[src/core/twst_pkg.sv]
// shared constants and types for the two-wire slave transmitter
package twst_pkg;
  // register indices on the plain port
  localparam logic [1:0] ADDR_OWN    = 2'h0;
  localparam logic [1:0] ADDR_CTRL   = 2'h1;
  localparam logic [1:0] ADDR_STATUS = 2'h2;
  localparam logic [1:0] ADDR_DATA   = 2'h3;
  // control_reg bit positions
  localparam int CB_INT   = 7;
  localparam int CB_ACK   = 6;
  localparam int CB_BEGIN = 5;
  localparam int CB_HALT  = 4;
  localparam int CB_WCOL  = 3;
  localparam int CB_UEN   = 2;
  localparam int CB_IRQ   = 0;
  // own_address_reg field
  localparam int OB_GCE   = 0;
  // status codes
  localparam logic [7:0] SC_OWN_READ  = 8'hA8;
  localparam logic [7:0] SC_ARB_READ  = 8'hB0;
  localparam logic [7:0] SC_DATA_ACK  = 8'hB8;
  localparam logic [7:0] SC_DATA_NACK = 8'hC0;
  localparam logic [7:0] SC_LAST_ACK  = 8'hC8;
  localparam logic [7:0] SC_NO_INFO   = 8'hF8;
  localparam logic [7:0] SC_BUS_ERR   = 8'h00;
  // broadcast address and reset values
  localparam logic [6:0] BCAST_ADDR   = 7'h00;
  localparam logic [7:0] OWN_RESET    = 8'h00;
  localparam logic [7:0] DATA_RESET   = 8'hFF;
  localparam logic [3:0] BITS_PER_BYTE = 4'h8;

  typedef struct packed {
    logic ackEn;
    logic beginReq;
    logic haltReq;
    logic unitEn;
    logic irqEn;
  } twst_ctrl_t;

  typedef enum logic [2:0] {
    IDLE, ADDR_SHIFT, ADDR_ACK, HOLD, TX_BITS, TX_ACK, IGNORE, BUS_ERR
  } twst_state_t;
endpackage : twst_pkg

[src/core/twst_slave_tx.sv]
// two-wire slave transmitter with register port and open-drain pins
//
// Local design decisions: the plain strobed port and the register offsets.
`timescale 1ns/10ps
module twst_slave_tx
  import twst_pkg::*;
(
  // clock and reset
  input  wire logic       clk,
  input  wire logic       rst_n,
  // register port
  input  wire logic [1:0] regAddr,
  input  wire logic [7:0] regWdata,
  input  wire logic       regWr,
  input  wire logic       regRd,
  output logic      [7:0] regRdata,
  // two-wire pins, open drain
  input  wire logic       sclIn,
  output logic            sclOut,
  output logic            sclOe_n,
  input  wire logic       sdaIn,
  output logic            sdaOut,
  output logic            sdaOe_n,
  // neighbouring units
  input  wire logic       masterArbLost,
  input  wire logic       sleepActive,
  output logic            wakeRequest,
  output logic            startIssue
);

  twst_ctrl_t  ctrl;
  twst_state_t state;
  logic [7:0] ownAddr;
  logic [7:0] dataReg;
  logic [7:0] statusCode;
  logic [7:0] shiftReg;
  logic [3:0] bitCnt;
  logic       intFlag;
  logic       wcol;
  logic       sdaLow;
  logic       ackSeen;
  logic       startPend;
  logic       busBusy;
  logic       sclMeta, sclSync, sclPrev;
  logic       sdaMeta, sdaSync, sdaPrev;
  logic       sclRise, sclFall, startCond, stopCond;
  logic       ctrlWr, dataWr, intClr;
  logic       setInt;
  logic [7:0] next_code;
  logic       addrMatch;
  logic       frameErr;
  logic       leavingLast;
  logic       sclHoldTail;
  logic       sclHold;
  logic       wakeSet;

  // two flops before any logic looks at the pins
  always_ff @(posedge clk) begin
    if (!rst_n) begin
      sclMeta <= 1'b1;
      sclSync <= 1'b1;
      sdaMeta <= 1'b1;
      sdaSync <= 1'b1;
    end else begin
      sclMeta <= sclIn;
      sclSync <= sclMeta;
      sdaMeta <= sdaIn;
      sdaSync <= sdaMeta;
    end
  end

  always_ff @(posedge clk) begin
    if (!rst_n) begin
      sclPrev <= 1'b1;
      sdaPrev <= 1'b1;
    end else begin
      sclPrev <= sclSync;
      sdaPrev <= sdaSync;
    end
  end

  assign sclRise   = sclSync & ~sclPrev;
  assign sclFall   = ~sclSync & sclPrev;
  assign startCond = sclSync & sclPrev & sdaPrev & ~sdaSync;
  assign stopCond  = sclSync & sclPrev & ~sdaPrev & sdaSync;

  assign ctrlWr = regWr && (regAddr == ADDR_CTRL);
  assign dataWr = regWr && (regAddr == ADDR_DATA);
  assign intClr = ctrlWr && regWdata[CB_INT] && intFlag;
  assign leavingLast = (statusCode == SC_DATA_NACK) || (statusCode == SC_LAST_ACK);

  // ack_enable gates every recognition; bus is still watched
  assign addrMatch = ctrl.ackEn && ctrl.unitEn &&
                     ((shiftReg[7:1] == ownAddr[7:1]) ||
                      (ownAddr[OB_GCE] && (shiftReg[7:1] == BCAST_ADDR)));

  // START or STOP inside a byte or an acknowledge slot
  assign frameErr = (startCond || stopCond) &&
                    ((state == ADDR_ACK) || (state == TX_BITS) || (state == TX_ACK) ||
                     ((state == ADDR_SHIFT) && (bitCnt != 4'h0)));

  // bus counts as taken from START to STOP; a pending START waits on it
  always_ff @(posedge clk) begin
    if (!rst_n) begin
      busBusy <= 1'b0;
    end else if (startCond) begin
      busBusy <= 1'b1;
    end else if (stopCond) begin
      busBusy <= 1'b0;
    end
  end

  // bus-side state machine
  always_ff @(posedge clk) begin
    if (!rst_n) begin
      state      <= IDLE;
      bitCnt     <= 4'h0;
      shiftReg   <= 8'h00;
      sdaLow     <= 1'b0;
      ackSeen    <= 1'b0;
      setInt     <= 1'b0;
      next_code  <= SC_NO_INFO;
    end else begin
      setInt <= 1'b0;
      if (!ctrl.unitEn) begin
        state  <= IDLE;
        sdaLow <= 1'b0;
      end else if (frameErr) begin
        state     <= BUS_ERR;
        sdaLow    <= 1'b0;
        setInt    <= 1'b1;
        next_code <= SC_BUS_ERR;
      end else if (startCond && (state != HOLD) && (state != BUS_ERR)) begin
        state  <= ADDR_SHIFT;
        bitCnt <= 4'h0;
        sdaLow <= 1'b0;
      end else if (stopCond && (state != HOLD) && (state != BUS_ERR)) begin
        state  <= IDLE;
        sdaLow <= 1'b0;
      end else begin
        case (state)
          IDLE: begin
            sdaLow <= 1'b0;
          end
          ADDR_SHIFT: begin
            // sampling on SCL only, so this works with the core asleep
            if (sclRise && (bitCnt != BITS_PER_BYTE)) begin
              shiftReg <= {shiftReg[6:0], sdaSync};
              bitCnt   <= bitCnt + 4'h1;
            end else if (sclFall && (bitCnt == BITS_PER_BYTE)) begin
              if (addrMatch && shiftReg[0]) begin
                sdaLow    <= 1'b1;
                state     <= ADDR_ACK;
                next_code <= masterArbLost ? SC_ARB_READ : SC_OWN_READ;
              end else begin
                // write direction belongs to the receive side
                state <= IGNORE;
              end
            end
          end
          ADDR_ACK: begin
            if (sclFall) begin
              sdaLow <= 1'b0;
              state  <= HOLD;
              setInt <= 1'b1;
            end
          end
          HOLD: begin
            // byte is taken only after software has cleared the flag
            // SCL is still held here, so the first bit never races a rise
            if (!intFlag && !setInt) begin
              shiftReg <= dataReg;
              sdaLow   <= ~dataReg[7];
              bitCnt   <= 4'h1;
              state    <= TX_BITS;
            end
          end
          TX_BITS: begin
            if (sclFall) begin
              if (bitCnt == BITS_PER_BYTE) begin
                sdaLow <= 1'b0;
                state  <= TX_ACK;
              end else begin
                sdaLow   <= ~shiftReg[6];
                shiftReg <= {shiftReg[6:0], 1'b0};
                bitCnt   <= bitCnt + 4'h1;
              end
            end
          end
          TX_ACK: begin
            if (sclRise) begin
              ackSeen <= ~sdaSync;
            end else if (sclFall) begin
              setInt <= 1'b1;
              if (!ackSeen) begin
                next_code <= SC_DATA_NACK;
                state     <= IGNORE;
              end else if (!ctrl.ackEn) begin
                // ack_enable dropped: this was the final byte
                next_code <= SC_LAST_ACK;
                state     <= IGNORE;
              end else begin
                next_code <= SC_DATA_ACK;
                state     <= HOLD;
              end
            end
          end
          IGNORE: begin
            sdaLow <= 1'b0;
          end
          BUS_ERR: begin
            sdaLow <= 1'b0;
            if (!intFlag && !setInt) begin
              state <= IDLE;
            end
          end
          default: begin
            state <= IDLE;
          end
        endcase
      end
    end
  end

  // status latched together with the flag
  always_ff @(posedge clk) begin
    if (!rst_n) begin
      statusCode <= SC_NO_INFO;
    end else if (setInt) begin
      statusCode <= next_code;
    end
  end

  // hardware set wins over a software clear in the same cycle
  always_ff @(posedge clk) begin
    if (!rst_n) begin
      intFlag <= 1'b0;
    end else if (setInt) begin
      intFlag <= 1'b1;
    end else if (intClr) begin
      intFlag <= 1'b0;
    end
  end

  // control_reg fields; halt self-clears on error recovery
  always_ff @(posedge clk) begin
    if (!rst_n) begin
      ctrl <= '0;
    end else if (ctrlWr) begin
      ctrl.ackEn    <= regWdata[CB_ACK];
      ctrl.beginReq <= regWdata[CB_BEGIN];
      ctrl.unitEn   <= regWdata[CB_UEN];
      ctrl.irqEn    <= regWdata[CB_IRQ];
      ctrl.haltReq  <= regWdata[CB_HALT] &&
                       !(intClr && (statusCode == SC_BUS_ERR));
    end
  end

  always_ff @(posedge clk) begin
    if (!rst_n) begin
      ownAddr <= OWN_RESET;
    end else if (regWr && (regAddr == ADDR_OWN)) begin
      ownAddr <= regWdata;
    end
  end

  // data_reg only changes by software, never from the bus
  always_ff @(posedge clk) begin
    if (!rst_n) begin
      dataReg <= DATA_RESET;
    end else if (dataWr && intFlag) begin
      dataReg <= regWdata;
    end
  end

  // a data write while the flag is clear is refused and flagged
  always_ff @(posedge clk) begin
    if (!rst_n) begin
      wcol <= 1'b0;
    end else if (dataWr) begin
      wcol <= ~intFlag;
    end
  end

  // START request held until the bus goes free
  // the master unit makes the START itself; this only asks for it
  always_ff @(posedge clk) begin
    if (!rst_n) begin
      startPend  <= 1'b0;
      startIssue <= 1'b0;
    end else begin
      startIssue <= 1'b0;
      if (intClr && leavingLast && regWdata[CB_BEGIN]) begin
        startPend <= 1'b1;
      end else if (startPend && !busBusy) begin
        startPend  <= 1'b0;
        startIssue <= 1'b1;
      end
    end
  end

  // wake raised by a match while asleep, dropped when flag clears
  assign wakeSet = (state == ADDR_ACK) && sclFall && sleepActive;

  // flag rises two cycles after the match; a bare flag test drops wake at once
  always_ff @(posedge clk) begin
    if (!rst_n) begin
      wakeRequest <= 1'b0;
    end else if (wakeSet) begin
      wakeRequest <= 1'b1;
    end else if (!intFlag && !setInt) begin
      wakeRequest <= 1'b0;
    end
  end

  // SCL stays low one cycle past the hold so the first bit is on SDA before the rise
  // costs one cycle of bus time per byte
  always_ff @(posedge clk) begin
    if (!rst_n) begin
      sclHoldTail <= 1'b0;
    end else begin
      sclHoldTail <= (state == HOLD);
    end
  end

  // register reads answer one cycle later
  always_ff @(posedge clk) begin
    if (!rst_n) begin
      regRdata <= 8'h00;
    end else if (regRd) begin
      if (regAddr == ADDR_OWN) begin
        regRdata <= ownAddr;
      end else if (regAddr == ADDR_CTRL) begin
        regRdata <= {intFlag, ctrl.ackEn, ctrl.beginReq, ctrl.haltReq,
                     wcol, ctrl.unitEn, 1'b0, ctrl.irqEn};
      end else if (regAddr == ADDR_STATUS) begin
        regRdata <= intFlag ? statusCode : SC_NO_INFO;
      end else begin
        regRdata <= dataReg;
      end
    end else begin
      regRdata <= 8'h00;
    end
  end

  // pins only ever pull low; enable low means driving
  assign sdaOut  = 1'b0;
  assign sclOut  = 1'b0;
  assign sdaOe_n = ~sdaLow;
  // stretching also covers a long wake-up, which blocks the bus meanwhile
  assign sclHold = (state == HOLD) || sclHoldTail;
  assign sclOe_n = ~sclHold;

endmodule : twst_slave_tx

[config.mk]
export PLATFORM = sky130hd
export DESIGN_NAME = twst_slave_tx
export DESIGN_NICKNAME = d
export VERILOG_FILES = /design/src/core/twst_pkg.sv /design/src/core/twst_slave_tx.sv
export SDC_FILE = /design/constraint.sdc
export NUM_CORES = 1
export LEC_CHECK = 0
export ABC_AREA = 1
export BUFFER_PORTS_ARGS = -buffer_cell sky130_fd_sc_hd__buf_4
export CORE_UTILIZATION = 45
export CTS_CLUSTER_SIZE = 16
export DETAILED_ROUTE_END_ITERATION = 10
export GPL_ROUTABILITY_DRIVEN = 0
export GPL_TIMING_DRIVEN = 0
export HOLD_SLACK_MARGIN = 0.15
export SYNTH_ARGS = -nofsm -noshare
export SYNTH_HDL_FRONTEND = slang
export SYNTH_SLANG_ARGS = --single-unit
export TNS_END_PERCENT = 20
[constraint.sdc]
create_clock -name clk -period 4.15 [get_ports clk]
set_input_delay 0.415 -clock clk [delete_from_list [all_inputs] [get_ports clk]]
set_output_delay 0.415 -clock clk [all_outputs]
set_load 0.01 [all_outputs]
**Yosys cells after proc, flatten, opt, wreduce, memory -nomap -nowiden**

Cells that the tools add are included.

- Bits of input ports: 18
- Bits in registers: 76

- Bitwise operators: 21
- Add/subtract/negate cells: 1
- Equality and inequality tests: 46
- Multiplexer cells: 67
- Reduce and logical (&&, ||, !) cells: 62

Operators by type and width:

| operator | number |
|---|---|
| $mux W8 | 16 |
| $mux W3 | 15 |
| $logic_and A1 B1 Y1 | 26 |
| $mux W4 | 6 |
| $pmux W8 S3 | 1 |
| $mux W1 | 21 |
| $ne A5 B5 Y1 const B | 4 |
| $ne A3 B3 Y1 const B | 6 |
| $pmux W3 S6 | 1 |
| $reduce_and A9 Y1 | 2 |
| $eq A8 B8 Y1 const B | 2 |
| $ne A2 B2 Y1 const B | 8 |
| $pmux W8 S2 | 1 |
| $ne A5 B3 Y1 const B | 3 |
| $mux W7 | 2 |
| $not A1 Y1 | 14 |
| $eq A3 B3 Y1 const B | 4 |
| $ne A3 B2 Y1 const B | 4 |
| $pmux W4 S3 | 1 |
| $ne A5 B2 Y1 const B | 2 |
| $reduce_and A10 Y1 | 1 |
| $reduce_bool A9 Y1 | 1 |
| $logic_not A8 Y1 | 1 |
| $reduce_and A8 Y1 | 1 |
| other kinds (29) | 54 |

**Depth between registers and ports, before layout**

Gate-level depths: netlist of run 1.

- Depth after elaboration: 12
- Mapped depth: 13

**Least setup slack after synthesis of run 1**

No wires, ideal clock.

- Path kind: register to register
- Start: reg bitCnt[0]
- End: reg shiftReg[0]
- Data required time: 4.015 ns
- Path slack: 2.612 ns
- Setup time: 0.135 ns
- Buffers on the path: 1
- Data arrival time: 1.403 ns
- Stages on the path, launching flop included: 12
- Cells stage by stage: dfxtp_1 > inv_1 > ha_1 > nand3_1 > nand3_1 > nand2_1 > nand3_1 > inv_2 > nand3_2 > buf_6 > nor2_1 > a211oi_2

- Cells in the longest elaborated chain, start to end: 6
- Elaborated cells between the ends (all ways): 11

Ends and longest elaborated chain:

| what | RTL line | RTL |
|---|---|---|
| start, declared | twst_slave_tx.sv:37 | `logic [3:0] bitCnt;` |
| start signal, assigned | twst_slave_tx.sv:149 | `bitCnt <= bitCnt + 4'h1;` |
| start signal, assigned | twst_slave_tx.sv:186 | `bitCnt <= bitCnt + 4'h1;` |
| branches (longest 5 deep; another with $ne A4 B4 Y1) | - |  |
| $reduce_and A9 Y1 (no line) (*) | - |  |
| end signal, assigned | twst_slave_tx.sv:148 | `shiftReg <= {shiftReg[6:0], sdaSync};` |
| end signal, assigned | twst_slave_tx.sv:172 | `shiftReg <= dataReg;` |
| end signal, assigned | twst_slave_tx.sv:185 | `shiftReg <= {shiftReg[6:0], 1'b0};` |
| end, declared | twst_slave_tx.sv:36 | `logic [7:0] shiftReg;` |

Every way passes the cells marked *.
A chain may end at the register's enable or synchronous reset.

**Final worst setup path of run 1**

- Start: reg state[1]
- End: out sclOe_n

- Cells in the longest elaborated chain, start to end: 3

Ends and longest elaborated chain:

| what | RTL line | RTL |
|---|---|---|
| start, declared | twst_slave_tx.sv:32 | `twst_state_t state;` |
| start signal, assigned | twst_slave_tx.sv:116 | `state <= IDLE;` |
| start signal, assigned | twst_slave_tx.sv:126 | `state <= IDLE;` |
| start signal, assigned | twst_slave_tx.sv:129 | `state <= BUS_ERR;` |
| $eq A3 B2 Y1 | twst_slave_tx.sv:351 | `assign sclHold = (state == HOLD) \|\| sclHoldTail;` |
| $logic_or A1 B1 Y1 | twst_slave_tx.sv:351 |  |
| $not A1 Y1 | twst_slave_tx.sv:352 | `assign sclOe_n = ~sclHold;` |
| end, declared | twst_slave_tx.sv:20 | `output logic sclOe_n,` |

No other way between the ends.

==> results of run 1 <==
[metrics by stage]
stage          util [%]  setup slack (ps)  hold WS [ps]  instance area (sq um)
2_1_floorplan         -              2610           393                   3370
3_3_place_gp       51.2              2270           395                   3710
3_5_place_dp       51.2              2300           403                   3710
4_1_cts            53.8              2020           239                   3900
5_1_grt            53.8              1940           240                   3900
6_report           53.8              2040           251                   3900
[flip-flops by register name, indices dropped and copies added, names as in the netlist, 3 cells and up]
name	cells
regRdata	8
next_code	5
ctrl	5
state	3
bitCnt	4
statusCode	5
dataReg	8
ownAddr	8
shiftReg	8
[layer usage]
layer	track usage, %	part of all wire (%)	wire [um]
met5	0	0	0
met4	9.09	1.6	139
met3	4.94	4.2	367
met2	40.8	48	4220
met1	31.8	46	4030
[worst max path at each step]
stage	from	to	slack, ps	depth (start not counted)
after floorplan	bitCnt[0]	shiftReg[0]	2610	11
after global routing	state[1]	sclOe_n	1940	5
after global placement	rst_n	ctrl[4]	2270	5
after CTS	state[1]	sclOe_n	2020	5
final	state[1]	sclOe_n	2040	5
after detailed placement	rst_n	ctrl[0]	2300	5
[power breakdown]
group | internal [mW] | switching [mW]
registers | 0.686 | 0.00934
clock network | 0.289 | 0.252
logic | 0.0429 | 0.0703
[synth_stat cells (2+ instances only)]
library cell   n  area [sq um]
nand2_1       87           327
dfxtp_1       70          1400
inv_1         60           225
o21ai_0       45           225
a21oi_1       44           220
nor2_1        36           135
nand3_1       35           175
nor3_1        11          55.1
clkbuf_1      10          37.5
nand2_2        8          50.1
a211oi_1       6          45.0
o22ai_1        6          37.5
or2_2          6          37.5
inv_2          5          18.8
nor2_2         5          31.3
nor3_2         4          40.0
nor2_4         3          33.8
o21ai_1        3          15.0
a211oi_2       2          25.0
buf_4          2          15.0
buf_6          2          22.5
ha_1           2          25.0
nand4_1        2          12.5
nor3b_1        2          15.0
nor4_1         2          12.5
[critical path, delay by kind of cell (launching register included)]
| family | cells | cell delay, ps |
|---|---|---|
| buf+inv | 2 | 390 |
| flops | 1 | 440 |
| simple gates | 3 | 520 |
[area by class of cell]
| class | count | area [sq um] | area share (%) |
|---|---|---|---|
| multi-input combinational | 322 | 1640 | 42.1 |
| clock buffer | 11 | 141 | 3.62 |
| timing repair buffer | 29 | 218 | 5.58 |
| tap | 99 | 124 | 3.17 |
| sequential | 70 | 1400 | 35.9 |
| buffer | 15 | 80.1 | 2.05 |
| inverter | 66 | 250 | 6.41 |
| clock inverter | 4 | 47.5 | 1.22 |
[logic make-up after synthesis]
group	after synthesis	share of synthesized area, %
xor gates and xnor gates	2	0.520
adders and majority gates	2	0.743
DFF	70	41.6
AOI/OAI and AO/OA	113	19.2
buffers and inverters	81	9.80
other	1	0.111
and+or+nand+nor	203	28.1
==> reports/results.tsv, run 1 <==
stage	metric	value	unit
power	leakagePower	1.74	nW
global_routing	grt_first_pass_wirelength	14300	um
cts	cts_max_level	3	
timing	relSlewSlack	58.2	%
finish	layout_common_cells	87 x nand2_1, 70 x dfxtp_1, 60 x inv_1, 45 x o21ai_0, 44 x a21oi_1	
synthesis	ys_seq_area_share	41.6	%
synthesis	yosysWarnings	0	
timing	tns	0	ps
finish	final_layout_size_suffix_gt1_share	16.6	%
synthesis	syn_area	0.00337	sq mm
finish	layout_commonest_cell	nand2_1	
detailed_routing	wl_per_cell	14.2	um
global_routing	overflow	0	
critical_path	reg2reg_from	sclSync	
critical_path	max_stage_delay	440	ps
finish	fill_cells	754	
floorplan	boundaryPins	32	
cts	clock-root-buffer	clkbuf_8	
cts	hold_buffers	0	
cts	post_cts_buffers	0	
finish	final_cells	616	
cts	cts.clk_slew.worst_paths	70	ps
timing	finalClockSkew	10.6	ps
place	place_inst	601	
timing	hold_violations	0	
finish	diodes	0	
detailed_routing	ant_nets	0	
floorplan	dieHeight	88.5	um
hold_path	holdPathEnd	sdaMeta	
cts	cts.sinks	70	
place	dpl.hpwl	6640	um
hold_path	hp-class	in2reg	
critical_path	critical_path_class	reg2out	
global_routing	grt_max_degree	12	
floorplan	initial_core_util	46.5	%
floorplan	die_x	88.5	um
cts	cts_buffers	9	
detailed_routing	drc_errors	0	
timing	fmax	474	MHz
finish	fin_nets	533	
run	cap_violations	0	
synthesis	avgSynthCellArea	7.14	sq um
power	power	1.35	mW
synthesis	async_flop_share	0	%
synthesis	synth_edf_count	0	
critical_path	rr_worst_depth	9	
cts	tritoncts	built	
synthesis	synth_cell_types	39	
global_routing	grt_pass1_vias	2854	
critical_path	cp-start-kind	register	
critical_path	cpMaxStageDelayCell	dfxtp_1	
detailed_routing	drt_wl_total	8750	um
status	outcome	finished clean	
critical_path	cp.required	3730	ps
global_routing	grt_usage	24.7	%
cts	cts_max_path_buffers	2	
timing	period_needed	2110	ps
floorplan	core	0.00725	sq mm
timing	setup_viol	0	
detailed_routing	dr.pass1.iters	4	
critical_path	critPathCaptureType	output port	
timing	rsz0062_at_grt	false	
hold_path	min_from	sdaIn	
place	portBuffers	29	
critical_path	cp.arrival	1690	ps
floorplan	core.rowCount	31	
finish	area_growth	15.9	%
synthesis	ys_dominant_reg_cell	dfxtp_1	
cts	cts_resized	0	
timing	fin_crit_sh	50.8	%
critical_path	r2r_slack	2280	ps
power	ir_drop	0.149	mV
critical_path	crit_chain	nand2_1, nor2_4, buf_2, nor2_1, buf_4	
critical_path	critPathMaxFanout	10	
timing	maxSlewViolCount	0	
detailed_routing	detail_route.iter0.violations	214	
detailed_routing	vias	3139	
floorplan	dieArea	0.00784	sq mm
cts	clkLatencyLatePin	350	ps
hold_path	min_delay_path_depth	2	
synthesis	synth-seq-cells	70	
power	powerDensity	345	mW/mm^2
timing	worstMarginPinSlew	627	ps
global_routing	antenna_found_initial	0	
synthesis	synthCells	472	
critical_path	r2r_end	state[2]	
detailed_routing	via_per_inst	5.10	
Power figures use the tool's default switching activity.
==> run 2, diff against run 1 <==
==> constraint.sdc (replaced) <==
create_clock -name clk -period 2 [get_ports clk]
set_input_delay 0.2 -clock clk [delete_from_list [all_inputs] [get_ports clk]]
set_output_delay 0.2 -clock clk [all_outputs]
set_load 0.01 [all_outputs]
==> run 2 against run 1 <==
Via count grew 3.0%. Global-route usage grew 0.47 points. Highest routed layer unchanged. Clock-buffer cell count is the same. Utilization grew 2.1 points. Sequential power grew 110%. Sequential share of layout area shrank 1.4 points. Clock skew shrank 3.3 ps. Combinational power grew 130%.
==> reports/results.tsv, run 2 (synthesized netlist as in run 1, its figures left out) <==
stage	metric	value	unit	change
status	outcome	finished clean		unchanged
detailed_routing	drt_wl_total	8890	um	was 8750 um
global_routing	grt_pass1_vias	2922		was 2,854
place	dpl_cell_area	0.00371	sq mm	unchanged
hold_path	min_delay_path_depth	3		was 2
critical_path	r2r_end	shiftReg[0]		was state[2]
critical_path	cpMaxStageDelayCell	dlygate4sd3_1		was dfxtp_1
detailed_routing	wl_per_cell	14.1	um	was 14.2 um
critical_path	path_buf_inv	4		was 2
floorplan	die_x	88.5	um	unchanged
critical_path	cp.arrival	2260	ps	was 1690 ps
timing	worstMarginPinSlew	595	ps	was 627 ps
timing	fin_ws	32.8	ps	was 2040 ps
detailed_routing	vias	3232		was 3,139
floorplan	dieArea	0.00784	sq mm	unchanged
place	place_ws	197	ps	was 2300 ps
finish	final_cells	630		was 616
timing	period_needed	1970	ps	
cts	cts_buffers	9		unchanged
timing	finalClockSkew	7.34	ps	was 10.6 ps
critical_path	crit_top_cell	dlygate4sd3_1		
finish	diodes	0		unchanged
critical_path	cp.required	2290	ps	was 3730 ps
finish	final_layout_size_suffix_gt1_share	16.9	%	was 16.6%
global_routing	overflow	0		unchanged
floorplan	dieHeight	88.5	um	unchanged
global_routing	grt_first_pass_wirelength	14500	um	was 14,300 um
critical_path	cp-start-kind	input port		was register
global_routing	grt_max_degree	12		unchanged
timing	fin_crit_sh	98.4	%	
timing	rsz0062_at_grt	false		unchanged
finish	fin_nets	547		was 533
power	leakagePower	1.81	nW	was 1.74 nW
floorplan	core.rowCount	31		unchanged
place	dpl.hpwl	6640	um	unchanged
critical_path	critPathMaxFanout	5		was 10
cts	cts_max_path_buffers	2		unchanged
hold_path	hp-class	in2reg		unchanged
critical_path	rr_worst_depth	11		was 9
critical_path	critical_path_class	in2reg		was reg2out
detailed_routing	detail_route.iter0.violations	184		was 214
timing	fmax	508	MHz	
place	portBuffers	29		unchanged
finish	layout_common_cells	87 x nand2_1, 70 x dfxtp_1, 60 x inv_1, 45 x o21ai_0, 43 x a21oi_1		was 87 x nand2_1, 70 x dfxtp_1, 60 x inv_1, 45 x o21ai_0, 44 x a21oi_1
detailed_routing	dr.pass1.iters	5		was 4
critical_path	cp_top_family	buffers and inverters		was simple AND/OR/NAND/NOR gates
critical_path	reg2reg_from	bitCnt[0]		was sclSync
finish	layout_commonest_cell	nand2_1		unchanged
run	cap_violations	0		unchanged
timing	hold_violations	0		unchanged
floorplan	core	0.00725	sq mm	unchanged
hold_path	min_from	rst_n		was sdaIn
timing	maxSlewViolCount	0		unchanged
finish	stdcell_area	0.00406	sq mm	was 0.00390 sq mm
detailed_routing	drc_errors	0		unchanged
critical_path	critPathCaptureType	register		was output port
timing	relSlewSlack	60.4	%	was 58.2%
critical_path	max_stage_delay	550	ps	was 440 ps
timing	setup_viol	0		unchanged
global_routing	antenna_found_initial	0		unchanged
hold_path	holdPathEnd	sclPrev		was sdaMeta
critical_path	r2r_slack	190	ps	was 2280 ps
cts	cts.sinks	70		unchanged
floorplan	initial_core_util	46.5	%	unchanged
cts	cts_max_level	3		unchanged
cts	post_cts_buffers	0		unchanged
cts	cts.clk_slew.worst_paths	80	ps	was 70 ps
power	powerDensity	693	mW/mm^2	was 345 mW/mm^2
cts	tritoncts	built		unchanged
finish	area_growth	20.5	%	was 15.9%
cts	clkLatencyLatePin	340	ps	was 350 ps
finish	fill_cells	739		was 754
critical_path	crit_chain	dlygate4sd3_1, buf_4, nor2_2, dlygate4sd3_1, nand2_1, a21oi_2, dlygate4sd3_1		was nand2_1, nor2_4, buf_2, nor2_1, buf_4
detailed_routing	ant_nets	0		unchanged
timing	tns	0	ps	unchanged
global_routing	grt_usage	25.1	%	was 24.7%
floorplan	boundaryPins	32		unchanged
power	ir_drop	0.310	mV	was 0.149 mV
detailed_routing	via_per_inst	5.13		was 5.10
cts	clock-root-buffer	clkbuf_8		unchanged
place	place_inst	601		unchanged
==> run 2: layout make-up <==
cell class / count / area [sq um] / area share, %
multi-input combinational: 322 / 1660 / 40.8
tap: 99 / 124 / 3.05
timing repair buffer: 43 / 358 / 8.82
buffer: 15 / 80.1 / 1.97
clock buffer: 11 / 141 / 3.48
clock inverter: 4 / 47.5 / 1.17
sequential: 70 / 1400 / 34.5
inverter: 66 / 250 / 6.17
==> run 2: what timing repair did <==
| action | 4_1_cts | 5_1_grt |
|---|---|---|
| gates resized for setup | 0 | 4 |
| endpoints found under the setup margin | 0 | 5 |
| hold buffers | 14 | 0 |
| hold endpoints to repair | 14 | 0 |
==> run 2: worst max-delay path by stage <==
stage	slack (ps)	start	end	depth (start not counted)
2_1_floorplan	460	bitCnt[0]	shiftReg[0]	11
3_3_place_gp	200	ownAddr[7]	next_code[3]	13
3_5_place_dp	200	sclSync	state[2]	9
5_1_grt	7	state[1]	sclOe_n	5
6_report	30	regAddr[0]	regRdata[1]	7
4_1_cts	60	regAddr[0]	regRdata[1]	7
==> run 2: report_power, final <==
| part | internal (mW) | leakage (nW) | switching, mW |
|---|---|---|---|
| Combinational | 0.108 | 1.15 | 0.153 |
| Clock | 0.599 | 0.0952 | 0.509 |
| Sequential | 1.42 | 0.569 | 0.0195 |
| Total | 2.13 | 1.81 | 0.681 |
==> run 2: through the flow <==
stage	power (mW)	util [%]	hold WS [ps]
5_1_grt	2.97	56.0	165
6_report	2.81	56.0	182
2_1_floorplan	1.61	-	307
3_3_place_gp	1.71	51.2	387
3_5_place_dp	1.71	51.2	390
4_1_cts	2.84	55.8	162
==> run 2: worst register-to-register path: cells and delay by family, from the launching register on <==
| kind | cells | cell delay [ps] |
|---|---|---|
| and+or+nand+nor | 6 | 690 |
| DFF | 1 | 390 |
| AOI/OAI and AO/OA | 1 | 50 |
| adders and majority gates | 1 | 220 |
| buffers and inverters | 3 | 340 |
==> run 2: layer usage <==
layer | track usage (%) | routed length (um)
met1 | 31.9 | 4060
met2 | 41.7 | 4230
met3 | 5.04 | 403
met4 | 10.4 | 194
met5 | 0 | 0
==> run 3, diff against run 2 <==
--- a/config.mk
+++ b/config.mk
@@ -7,12 +7,15 @@
 export LEC_CHECK = 0
 export ABC_AREA = 1
 export BUFFER_PORTS_ARGS = -buffer_cell sky130_fd_sc_hd__buf_4
-export CORE_UTILIZATION = 45
+export CELL_PAD_IN_SITES_DETAIL_PLACEMENT = 1
+export CELL_PAD_IN_SITES_GLOBAL_PLACEMENT = 2
+export CORE_UTILIZATION = 33
 export CTS_CLUSTER_SIZE = 16
 export DETAILED_ROUTE_END_ITERATION = 10
 export GPL_ROUTABILITY_DRIVEN = 0
 export GPL_TIMING_DRIVEN = 0
 export HOLD_SLACK_MARGIN = 0.15
+export PLACE_DENSITY_LB_ADDON = 0.1
 export SYNTH_ARGS = -nofsm -noshare
 export SYNTH_HDL_FRONTEND = slang
 export SYNTH_SLANG_ARGS = --single-unit
==> run 3 against run 2 <==
Design area up 2.0%. Sequential power about the same. Utilization down 14 points. Critical endpoint is now sclOe_n. Highest routed layer unchanged.
==> reports/results.tsv, run 3 (synthesized netlist as in run 1, its figures left out) <==
stage	metric	value	unit	change
finish	area_growth	22.8	%	was 20.5%
floorplan	boundaryPins	32		unchanged
global_routing	globalRoute.busiestLayer	met2		unchanged
global_routing	grt_max_degree	14		was 12
detailed_routing	drt_wl_total	10800	um	was 8890 um
global_routing	overflow	0		unchanged
global_routing	grt_first_pass_wirelength	17100	um	was 14,500 um
timing	hold_violations	0		unchanged
timing	setup_viol	0		unchanged
detailed_routing	via_per_inst	4.90		was 5.13
cts	cts.clk_slew.worst_paths	80	ps	about the same
cts	cts_max_path_buffers	2		unchanged
cts	cts_max_level	3		unchanged
detailed_routing	wl_per_cell	16.2	um	was 14.1 um
critical_path	critPathCaptureType	output port		was register
finish	multiInputGateArea	0.00165	sq mm	was 0.00166 sq mm
hold_path	hp-class	in2reg		unchanged
detailed_routing	ant_nets	0		unchanged
timing	finalClockSkew	7.62	ps	was 7.34 ps
timing	whs	179	ps	was 182 ps
floorplan	die_x	103	um	was 88.5 um
timing	worstMarginPinSlew	685	ps	was 595 ps
timing	tns	0	ps	unchanged
status	outcome	finished clean		unchanged
power	ir_drop	0.305	mV	was 0.310 mV
timing	period_needed	1870	ps	was 1970 ps
critical_path	cp.required	1800	ps	was 2290 ps
floorplan	core.rowCount	36		was 31
critical_path	max_stage_delay	470	ps	was 550 ps
global_routing	grt_pass1_vias	3310		was 2,922
finish	final_layout_size_suffix_gt1_share	17.7	%	was 16.9%
floorplan	initial_core_util	34.3	%	was 46.5%
cts	cts.sinks	70		unchanged
timing	fin_crit_sh	93.6	%	was 98.4%
cts	clock-root-buffer	clkbuf_8		unchanged
critical_path	crit_chain	nand2_2, nor2_4, clkbuf_4, nor2_1, buf_4		was dlygate4sd3_1, buf_4, nor2_2, dlygate4sd3_1, nand2_1, a21oi_2, dlygate4sd3_1
timing	relSlewSlack	54.4	%	was 60.4%
place	portBuffers	29		unchanged
finish	stdcell_area	0.00414	sq mm	was 0.00406 sq mm
run	cap_violations	0		unchanged
critical_path	cp-start-kind	register		was input port
floorplan	dieArea	0.0106	sq mm	was 0.00784 sq mm
global_routing	grt_use_met3	4.54	%	was 5.04%
detailed_routing	dr.pass1.iters	4		was 5
finish	layout_commonest_cell	nand2_1		unchanged
finish	diodes	0		unchanged
critical_path	critPathMaxFanout	10		was 5
global_routing	antenna_found_initial	0		unchanged
detailed_routing	drc_errors	0		unchanged
place	dpl_cell_area	0.00376	sq mm	was 0.00371 sq mm
global_routing	grt_usage	22.0	%	was 25.1%
cts	clkLatencyLatePin	340	ps	about the same
finish	fin_nets	547		unchanged
global_routing	grt_util_met1	26.5	%	was 31.9%
place	dpl.hpwl	8160	um	was 6640 um
detailed_routing	vias	3259		was 3,232
floorplan	dieHeight	103	um	was 88.5 um
finish	fill_cells	1298		was 739
critical_path	cp.arrival	1670	ps	was 2260 ps
critical_path	r2r_slack	170	ps	was 190 ps
global_routing	grt_util_met2	38.8	%	was 41.7%
finish	layout_common_cells	86 x nand2_1, 69 x dfxtp_1, 60 x inv_1, 45 x o21ai_0, 43 x a21oi_1		was 87 x nand2_1, 70 x dfxtp_1, 60 x inv_1, 45 x o21ai_0, 43 x a21oi_1
timing	maxSlewViolCount	0		unchanged
floorplan	core	0.00982	sq mm	was 0.00725 sq mm
cts	cts_buffers	9		unchanged
power	leakagePower	1.82	nW	was 1.81 nW
finish	regArea	0.00140	sq mm	about the same
critical_path	cpMaxStageDelayCell	dfxtp_1		was dlygate4sd3_1
critical_path	critical_path_class	reg2out		was in2reg
cts	tritoncts	built		unchanged
timing	fmax	534	MHz	was 508 MHz
power	powerDensity	723	mW/mm^2	was 693 mW/mm^2
detailed_routing	detail_route.iter0.violations	106		was 184
[run 3: metrics by stage]
stage	std cells	total power, mW	util (%)	worst slack, ps
finish	665	2.99	42.2	127
global route	665	3.14	42.2	-3.35
CTS	663	3.04	41.7	13.9
detailed placement	635	1.72	38.3	77.7
global placement	635	1.72	38.3	111
floorplan	473	1.61	-	462
[run 3: layout make-up]
| type | count | share of cell area, % |
|---|---|---|
| flip-flops and latches | 70 | 33.9 |
| multi-input cells | 322 | 39.9 |
| inverters | 66 | 6.05 |
| clock buffers | 9 | 2.99 |
| repair buffers | 43 | 8.83 |
| well taps | 133 | 4.02 |
| clock inverters | 7 | 2.33 |
| plain buffers | 15 | 2.00 |
[run 3: path summary, 6_finish.rpt]
kind,start,endpoint,depth (start not counted)
max,state[1],sclOe_n,5
min,regAddr[1],regRdata[1],4
max reg2reg,bitCnt[1],shiftReg[0],11
min reg2reg,sdaMeta,sdaSync,1
[run 3: worst max-delay path: cells and delay by family, from the launching register on]
kind          cells  cell delay, ps
flops             1             470
simple gates      3             460
buf+inv           2             390
[run 3: report_power, final]
group          total [mW]  switching (mW)  internal, mW
logic               0.268           0.162         0.106
clock network        1.28           0.579         0.704
registers            1.44          0.0200          1.42
total                2.99           0.761          2.23
[run 3: what timing repair did]
action                                  4_1_cts  5_1_grt
setup buffers                                 0        2
endpoints found under the setup margin        0        7
endpoints found under the hold margin        13        0
hold buffers                                 12        0
gates resized for setup                       0        5
[run 3: metal layers]
| metal | wire length [um] | share of wire (%) |
|---|---|---|
| met5 | 0 | 0 |
| met4 | 216 | 2.0 |
| met3 | 311 | 2.9 |
| met2 | 5360 | 50 |
| met1 | 4920 | 46 |
